==> config.mk <==
export PLATFORM = sky130hd
export DESIGN_NAME = wdg_config_guard
export DESIGN_NICKNAME = d
export VERILOG_FILES = /design/src/wdg_guard_pkg.sv /design/src/wdg_config_guard.sv /design/src/wdg_counter.sv
export SDC_FILE = /design/constraint.sdc
export NUM_CORES = 1
export LEC_CHECK = 0
export BUFFER_PORTS_ARGS = -buffer_cell sky130_fd_sc_hd__buf_2
export CAP_MARGIN = 0
export CORE_AREA = 2 2 85 87
export DETAILED_ROUTE_END_ITERATION = 16
export DIE_AREA = 0 0 87 89
export HOLD_SLACK_MARGIN = 0.06
export PLACE_DENSITY_LB_ADDON = 0.25
export SLEW_MARGIN = 20
export SYNTH_ARGS = -nofsm -noshare
export SYNTH_HDL_FRONTEND = slang
export SYNTH_HIERARCHICAL = 1
export SYNTH_SLANG_ARGS = --single-unit
==> constraint.sdc <==
create_clock -name pclk -period 3 [get_ports pclk]
set_clock_uncertainty 0.1 [all_clocks]
set_input_delay 0.45 -clock pclk [delete_from_list [all_inputs] [get_ports pclk]]
set_output_delay 0.45 -clock pclk [all_outputs]
set_load 0.01 [all_outputs]
==> src/wdg_guard_pkg.sv <==
// Constants shared by the watchdog configuration guard and its counter.
// Assumes a 40 MHz APB clock and a separate watchdog oscillator tick input.
package wdg_guard_pkg;

    // ------------------------------------------------------------
    // Register map (byte addresses, 32-bit aligned words)
    // ------------------------------------------------------------
    localparam logic [11:0] ctrl_addr = 12'h000;
    localparam logic [11:0] status_addr = 12'h004;
    localparam logic [11:0] kick_addr = 12'h008;

    // ------------------------------------------------------------
    // Control and status word field layout
    // ------------------------------------------------------------
    localparam int period_lsb = 0;
    localparam int period_w = 3;
    localparam int run_bit_pos = 3;
    localparam int unlock_bit_pos = 4;
    localparam int status_armed_pos = 0;
    localparam int status_level2_pos = 1;
    localparam int status_fired_pos = 2;

    // ------------------------------------------------------------
    // Reset values and timing
    // ------------------------------------------------------------
    localparam logic [2:0] period_reset = 3'h0;
    localparam int unlock_window_cycles = 4;
    localparam logic [2:0] unlock_window_last = 3'(unlock_window_cycles);
    localparam int base_timeout_kcycles = 16;
    localparam int count_w = 22;

    typedef enum logic [1:0] {
        win_closed,
        win_open
    } win_state_t;

endpackage

==> src/wdg_config_guard.sv <==
// Watchdog configuration guard: APB slave holding run bit and period select,
// with the timed unlock window and two safety levels.
// Assumes always_on_fuse is static, osc_tick comes from the watchdog oscillator pin.
//
// Behaviour
// Level 1: watchdog off after reset.
// Level 1: writing run bit one enables directly.
// Level 1: period change/disable needs unlock.
// Unlock write sets unlock and run both.
// Level 1: next write within four cycles applies.
// Level 2: always running, run reads one.
// Level 2: only period changes via unlock.
// Level 2: unlock still needs run bit one.
// Level 2: run bit ignored in window write.
// Unlock bit self-clears after four cycles.
// Select picks 16K..2048K oscillator cycles.
// Count cleared by kick, disable, reset.
// Expiry without kick issues system reset.
// Static level; locked writes change nothing.
module wdg_config_guard
    import wdg_guard_pkg::*;
(
    input wire logic pclk,
    input wire logic presetn,
    input wire logic psel,
    input wire logic penable,
    input wire logic pwrite,
    input wire logic [11:0] paddr,
    input wire logic [31:0] pwdata,
    output logic [31:0] prdata,
    output logic pready,
    output logic pslverr,
    input wire logic always_on_fuse,
    input wire logic osc_clk_pin,
    input wire logic kick_instruction,
    output logic system_reset_req
);
    import wdg_guard_pkg::*;

    // ------------------------------------------------------------
    // Input synchronisers
    // ------------------------------------------------------------
    logic [1:0] fuse_sync_ff;
    logic [1:0] osc_sync_ff;
    logic osc_prev_ff;
    logic level2_ff;
    logic level_taken_ff;
    logic [1:0] fill_ff;

    // Two flops each; only the second stage is read
    always_ff @(posedge pclk or negedge presetn)
    begin
        if (!presetn)
        begin
            fuse_sync_ff <= 2'h0;
            osc_sync_ff <= 2'h0;
            osc_prev_ff <= 1'b0;
        end
        else
        begin
            fuse_sync_ff <= {fuse_sync_ff[0], always_on_fuse};
            osc_sync_ff <= {osc_sync_ff[0], osc_clk_pin};
            osc_prev_ff <= osc_sync_ff[1];
        end
    end

    logic osc_tick;
    assign osc_tick = osc_sync_ff[1] && !osc_prev_ff;

    // Level latched once the synchroniser holds the pin, not its reset value;
    // later fuse changes ignored
    always_ff @(posedge pclk or negedge presetn)
    begin
        if (!presetn)
        begin
            level2_ff <= 1'b0;
            level_taken_ff <= 1'b0;
            fill_ff <= 2'h0;
        end
        else
        begin
            fill_ff <= {fill_ff[0], 1'b1};
            if (fill_ff[1] && !level_taken_ff)
            begin
                level2_ff <= fuse_sync_ff[1];
                level_taken_ff <= 1'b1;
            end
        end
    end

    // ------------------------------------------------------------
    // Bus decode
    // ------------------------------------------------------------
    logic wr_access;
    logic rd_access;
    logic ctrl_wr;
    logic kick_wr;
    logic known_addr;

    assign pready = 1'b1; // Zero wait states
    assign known_addr = (paddr == ctrl_addr) || (paddr == status_addr)
        || (paddr == kick_addr);
    assign pslverr = psel && penable && !known_addr;
    assign wr_access = psel && penable && pwrite && known_addr;
    assign rd_access = psel && penable && !pwrite;
    assign ctrl_wr = wr_access && (paddr == ctrl_addr);
    assign kick_wr = wr_access && (paddr == kick_addr);

    logic w_unlock;
    logic w_run;
    logic [period_w-1:0] w_period;
    assign w_unlock = pwdata[unlock_bit_pos];
    assign w_run = pwdata[run_bit_pos];
    assign w_period = pwdata[period_lsb +: period_w];

    // ------------------------------------------------------------
    // Unlock window
    // ------------------------------------------------------------
    win_state_t win_ff;
    logic [2:0] win_cnt_ff;
    logic open_req;

    // Opening needs unlock and run both written as one
    assign open_req = ctrl_wr && w_unlock && w_run;

    // Window spans the four cycles after the unlock write
    always_ff @(posedge pclk or negedge presetn)
    begin
        if (!presetn)
        begin
            win_ff <= win_closed;
            win_cnt_ff <= 3'h0;
        end
        else
        begin
            case (win_ff)
                win_closed:
                    if (open_req)
                    begin
                        win_ff <= win_open;
                        win_cnt_ff <= 3'h0;
                    end
                win_open:
                    if (open_req)
                        win_cnt_ff <= 3'h0; // Re-arm restarts the window
                    else if (ctrl_wr
                        || win_cnt_ff == unlock_window_last - 3'h1)
                        win_ff <= win_closed;
                    else
                        win_cnt_ff <= win_cnt_ff + 3'h1;
                default:
                    win_ff <= win_closed;
            endcase
        end
    end

    logic window_hit;
    assign window_hit = (win_ff == win_open) && ctrl_wr && !w_unlock;

    // ------------------------------------------------------------
    // Run bit and period select
    // ------------------------------------------------------------
    logic run_ff;
    logic [period_w-1:0] period_ff;
    logic run_eff;

    // Level 2 forces running regardless of stored bit
    assign run_eff = run_ff || level2_ff;

    always_ff @(posedge pclk or negedge presetn)
    begin
        if (!presetn)
        begin
            run_ff <= 1'b0;
            period_ff <= period_reset;
        end
        else if (window_hit)
        begin
            period_ff <= w_period;
            if (!level2_ff)
                run_ff <= w_run;
        end
        else if (ctrl_wr && w_run)
            run_ff <= 1'b1;
        // Other locked writes fall through unchanged
    end

    // ------------------------------------------------------------
    // Counter and reset request
    // ------------------------------------------------------------
    logic expire;
    logic fired_ff;

    wdg_counter #(
        .count_width(count_w)
    ) u_counter (
        .pclk(pclk),
        .presetn(presetn),
        .osc_tick(osc_tick),
        .run(run_eff),
        .kick(kick_instruction || kick_wr),
        .period_sel(period_ff),
        .expire(expire)
    );

    // Registered one-cycle reset request to the system
    always_ff @(posedge pclk or negedge presetn)
    begin
        if (!presetn)
        begin
            system_reset_req <= 1'b0;
            fired_ff <= 1'b0;
        end
        else
        begin
            system_reset_req <= expire;
            if (expire)
                fired_ff <= 1'b1;
        end
    end

    // ------------------------------------------------------------
    // Read data
    // ------------------------------------------------------------
    always_ff @(posedge pclk or negedge presetn)
    begin
        if (!presetn)
            prdata <= 32'h0;
        else if (psel && !penable && !pwrite)
        begin
            prdata <= 32'h0;
            if (paddr == ctrl_addr)
            begin
                prdata[period_lsb +: period_w] <= period_ff;
                prdata[run_bit_pos] <= run_eff;
                prdata[unlock_bit_pos] <= (win_ff == win_open);
            end
            else if (paddr == status_addr)
            begin
                prdata[status_armed_pos] <= run_eff;
                prdata[status_level2_pos] <= level2_ff;
                prdata[status_fired_pos] <= fired_ff;
            end
        end
        else if (!rd_access)
            prdata <= 32'h0;
    end
endmodule

==> src/wdg_counter.sv <==
// Watchdog count: advances on oscillator ticks, expires at the chosen period.
// Assumes osc_tick is a one-cycle pulse already synchronised to pclk.
module wdg_counter
    import wdg_guard_pkg::*;
#(
    parameter int count_width = wdg_guard_pkg::count_w
)
(
    input wire logic pclk,
    input wire logic presetn,
    input wire logic osc_tick,
    input wire logic run,
    input wire logic kick,
    input wire logic [wdg_guard_pkg::period_w-1:0] period_sel,
    output logic expire
);
    import wdg_guard_pkg::*;

    logic [count_width-1:0] count_ff;
    logic [count_width-1:0] limit;

    // 16K cycles shifted by the select: 16K .. 2048K, doubling each step
    assign limit = count_width'((base_timeout_kcycles * 1024) << period_sel);

    // ------------------------------------------------------------
    // Counter
    // ------------------------------------------------------------
    // Cleared by kick, disable and reset
    always_ff @(posedge pclk or negedge presetn)
    begin
        if (!presetn)
            count_ff <= '0;
        else if (kick || !run || expire)
            count_ff <= '0;
        else if (osc_tick)
            count_ff <= count_ff + count_width'(1);
    end

    // Expiry pulse; compare with limit-1 so the period is exact
    assign expire = run && osc_tick && (count_ff == limit - count_width'(1));
endmodule

==> impl_summary.md <==
Setup path
The number of cells on the worst reg-to-reg path is 8. The critical path is of the input pin to output port type. For the worst setup path, the data required time is 2.45 ns. The maximum fanout along the worst path is 2. STA classifies the critical path endpoint as an output port. The launch point of the worst reg-to-reg path is osc_prev_ff$_DFF_PN0_. The terminus of the critical flop-to-flop path is u_counter/count_ff[19]$_DFFE_PN0P_. For flop-to-flop paths, the worst setup slack is 0.96 ns. The data arrival time of the worst path is 1.61 ns.

The launching element type of the critical path is an input pin.

Layout
The area used by multi-input combinational logic is 1230 µm². The final layout contains 339 nets. The most common cell after layout, fill and taps aside is dfrtp_1.

Leaving out fill and tap cells, the most frequent cells in the layout are 46 x dfrtp_1, 30 x buf_2, 29 x conb_1. The antenna diode count is 0. The share of cells above drive strength 1 is 24.2%. The area added between synthesis and finish is 9.45%. The final instance area is 2780 µm². The area of all sequential standard cells is 1150 µm². The layout has 672 filler cells.

Floorplanning
The initial cell density of the core is 37.8%. From left edge to right edge, the die measures 87 µm. The die is 89 µm tall. In this run the core area contains 30 standard-cell rows. The region available for standard cell placement spans 6720 µm². The floorplan step defined a die boundary enclosing 7740 µm². The I/O pin total is 87.

Synthesis
The number of enable-type register cells in the synthesized netlist is 0. The Yosys warning count is 6. The cell count after synthesis came out at 248.

For this run, the register share of the synthesized area comes to 45.3%. Summing every instance area after synthesis gives 2540 µm². The average instance in the mapped netlist occupies 10.2 µm².

The register bit count reported by yosys is 46. After synthesis, the netlist uses 45 different library cells. The main flop type after synthesis is dfrtp_1. Counting flops with an async set or reset pin after synthesis yields a share of 100%.

Global route
The combined global-route utilization of all metal layers is 12.6%. Entering global routing, the biggest net connects 47 pins. The number of antenna violations at the first check in global routing is 0. The first global-routing pass estimated 7820 µm of wire. The global-route congestion overflow total is 0. The number of global-route vias before repair was 1655.

Detailed routing
Before antenna repair, the detailed router went through 4 iterations. The final route contains 1768 vias. The first-iteration detailed-routing DRC count is 111. The routed wire length is 4490 µm. The detail-routed via count per cell is 4.84. In the routed design, unresolved DRC markers number 0. The count of nets left with antenna violations once routing finished came out at 0. The average wire per standard cell is 12.3 µm.

Power and ir drop
Power spread over the standard cell area amounts to 391 nW/µm². The leakage dissipation is 0.00131 µW. IR analysis of the VDD net gives a maximum drop of 0.263 mV.

Placement
The area after detailed placement is 2690 µm². The count of input and output buffers is 31. The half-perimeter wire length after placement is 3120 µm. The global placer's final weighted congestion is 0.739.

Flow run
The tool flagged a number of max-cap violations equal to 0.

Timing
The relative slew slack is 52.3%. Summed over all failing endpoints, the final setup total negative slack is 0 ns. The hold violation count in the final report was 0. Setup repair after global routing left no endpoint under its margin. The final number of max-transition violations is 0. The clock period minus final worst setup slack is 2.16 ns. The final count of negative-setup-slack endpoints is 0. The maximum achievable frequency is 463 MHz. The actual transition at the worst max-transition pin is 0.714 ns. After layout, the worst path uses 71.9% of the clock period.

Status
The flow ran to the end, and the final reports show no timing, DRC or antenna violations.

Clock network
For the worst-skew pair, the clock arrives at the later sink with an insertion delay of 0.30 ns. Post-CTS timing repair inserted 0 buffers for setup. The buffer depth of the longest clock path is 2. The cell at the root of the clock tree is clkbuf_8.

The count of instances resized after the clock tree is built is 0. The clock sink count is 46. Clock-pin slew was measured on the worst setup and hold paths at 0.08 ns. The deepest level of the CTS H-tree is 2.

The number of clock buffers added by TritonCTS is 5. The clock tree from TritonCTS is done. The quantity of hold-fixing buffers added after cts is 0.

Min path
The type of the most critical hold path is input pin to async pin.
==> Yosys cell counts (2+ instances only) <==
cell	instances	area share, %
or2_2	5	1.2
xnor2_1	5	1.7
nand2_1	27	4.0
clkbuf_1	2	0.30
or3_2	2	0.59
nand4_1	5	1.2
nand3_1	9	1.8
nor4b_1	3	1.0
inv_1	4	0.59
dfrtp_1	46	45
nand4_4	2	1.7
o21ai_0	12	2.4
a32o_1	3	1.2
nand3_2	2	0.79
nand2b_1	2	0.49
a22o_2	3	1.2
nor3_1	19	3.7
mux2i_1	4	1.6
buf_4	29	8.6
ha_1	3	1.5
nor2_1	12	1.8
conb_1	2	0.30
nor2b_1	3	0.74
a21oi_1	3	0.59
mux2_2	4	1.8
xor2_1	17	5.9
nor4_4	2	1.7
==> registers in the layout (all words and copies together) (netlist names), 2 cells and up <==
register            count
osc_sync_ff             2
fill_ff                 2
fuse_sync_ff            2
prdata                  5
win_cnt_ff              3
period_ff               3
u_counter/count_ff     22
==> area by class of cell <==
cell class	instances	share of cell area (%)
Inverter	4	0.540
Sequential cell	46	41.4
Tap cell	80	3.60
Timing Repair Buffer	36	7.02
Clock inverter	3	0.765
Clock buffer	5	2.47
Multi-Input combinational cell	191	44.2
==> where the power goes <==
| part | switching [µW] | internal, µW | total, µW |
|---|---|---|---|
| clock network | 214 | 164 | 378 |
| registers | 5.73 | 628 | 634 |
| logic | 51.6 | 25.0 | 76.7 |
| total | 272 | 817 | 1090 |
==> worst max-delay path by stage <==
| stage | cells after the start | end | start |
|---|---|---|---|
| 2_1_floorplan | 6 | u_counter/count_ff[11]$_DFFE_PN0P_ | paddr[7] |
| 3_3_place_gp | 6 | run_ff$_DFFE_PN0P_ | paddr[7] |
| 3_5_place_dp | 6 | run_ff$_DFFE_PN0P_ | paddr[7] |
| 4_1_cts | 5 | pslverr | paddr[1] |
| 5_1_grt | 5 | pslverr | paddr[1] |
| 6_report | 5 | pslverr | paddr[1] |
==> cell families after synthesis <==
logic type                 count (synthesis)  share of synthesized area (%)
AOI/OAI and AO/OA                         28                           8.03
xor gates and xnor gates                  22                           7.58
adders and majority gates                  3                           1.48
buffers and inverters                     38                           10.3
DFF                                       46                           45.3
muxes                                      8                           3.35
other                                      2                          0.296
and+or+nand+nor                          101                           23.7
==> worst max-delay path: stages <==
cell and delay [ns]:
buf_2 0.09, or4_1 0.59, nor3_1 0.23, a21oi_1 0.10, buf_2 0.15
==> per-layer routing <==
metal	wire length, µm	global-route usage, %	vias to the layer above
li1	-	-	878
met1	2160	16.8	835
met2	2040	20.6	49
met3	217	2.49	6
met4	74	4.26	0
met5	0	0	-
==> per-stage QoR <==
stage	hold WS [ns]	cells	utilization, %	setup WS, ns	power, µW
6_report	0.0436	365	41.4	0.842	1090
3_5_place_dp	0.238	357	40.0	0.768	723
2_1_floorplan	0.0544	275	-	0.721	713
5_1_grt	0.0872	365	41.4	0.754	1150
3_3_place_gp	0.232	357	40.0	0.769	722
4_1_cts	0.137	365	41.4	0.830	1110
Note: power is estimated with default switching activity, not from simulation.
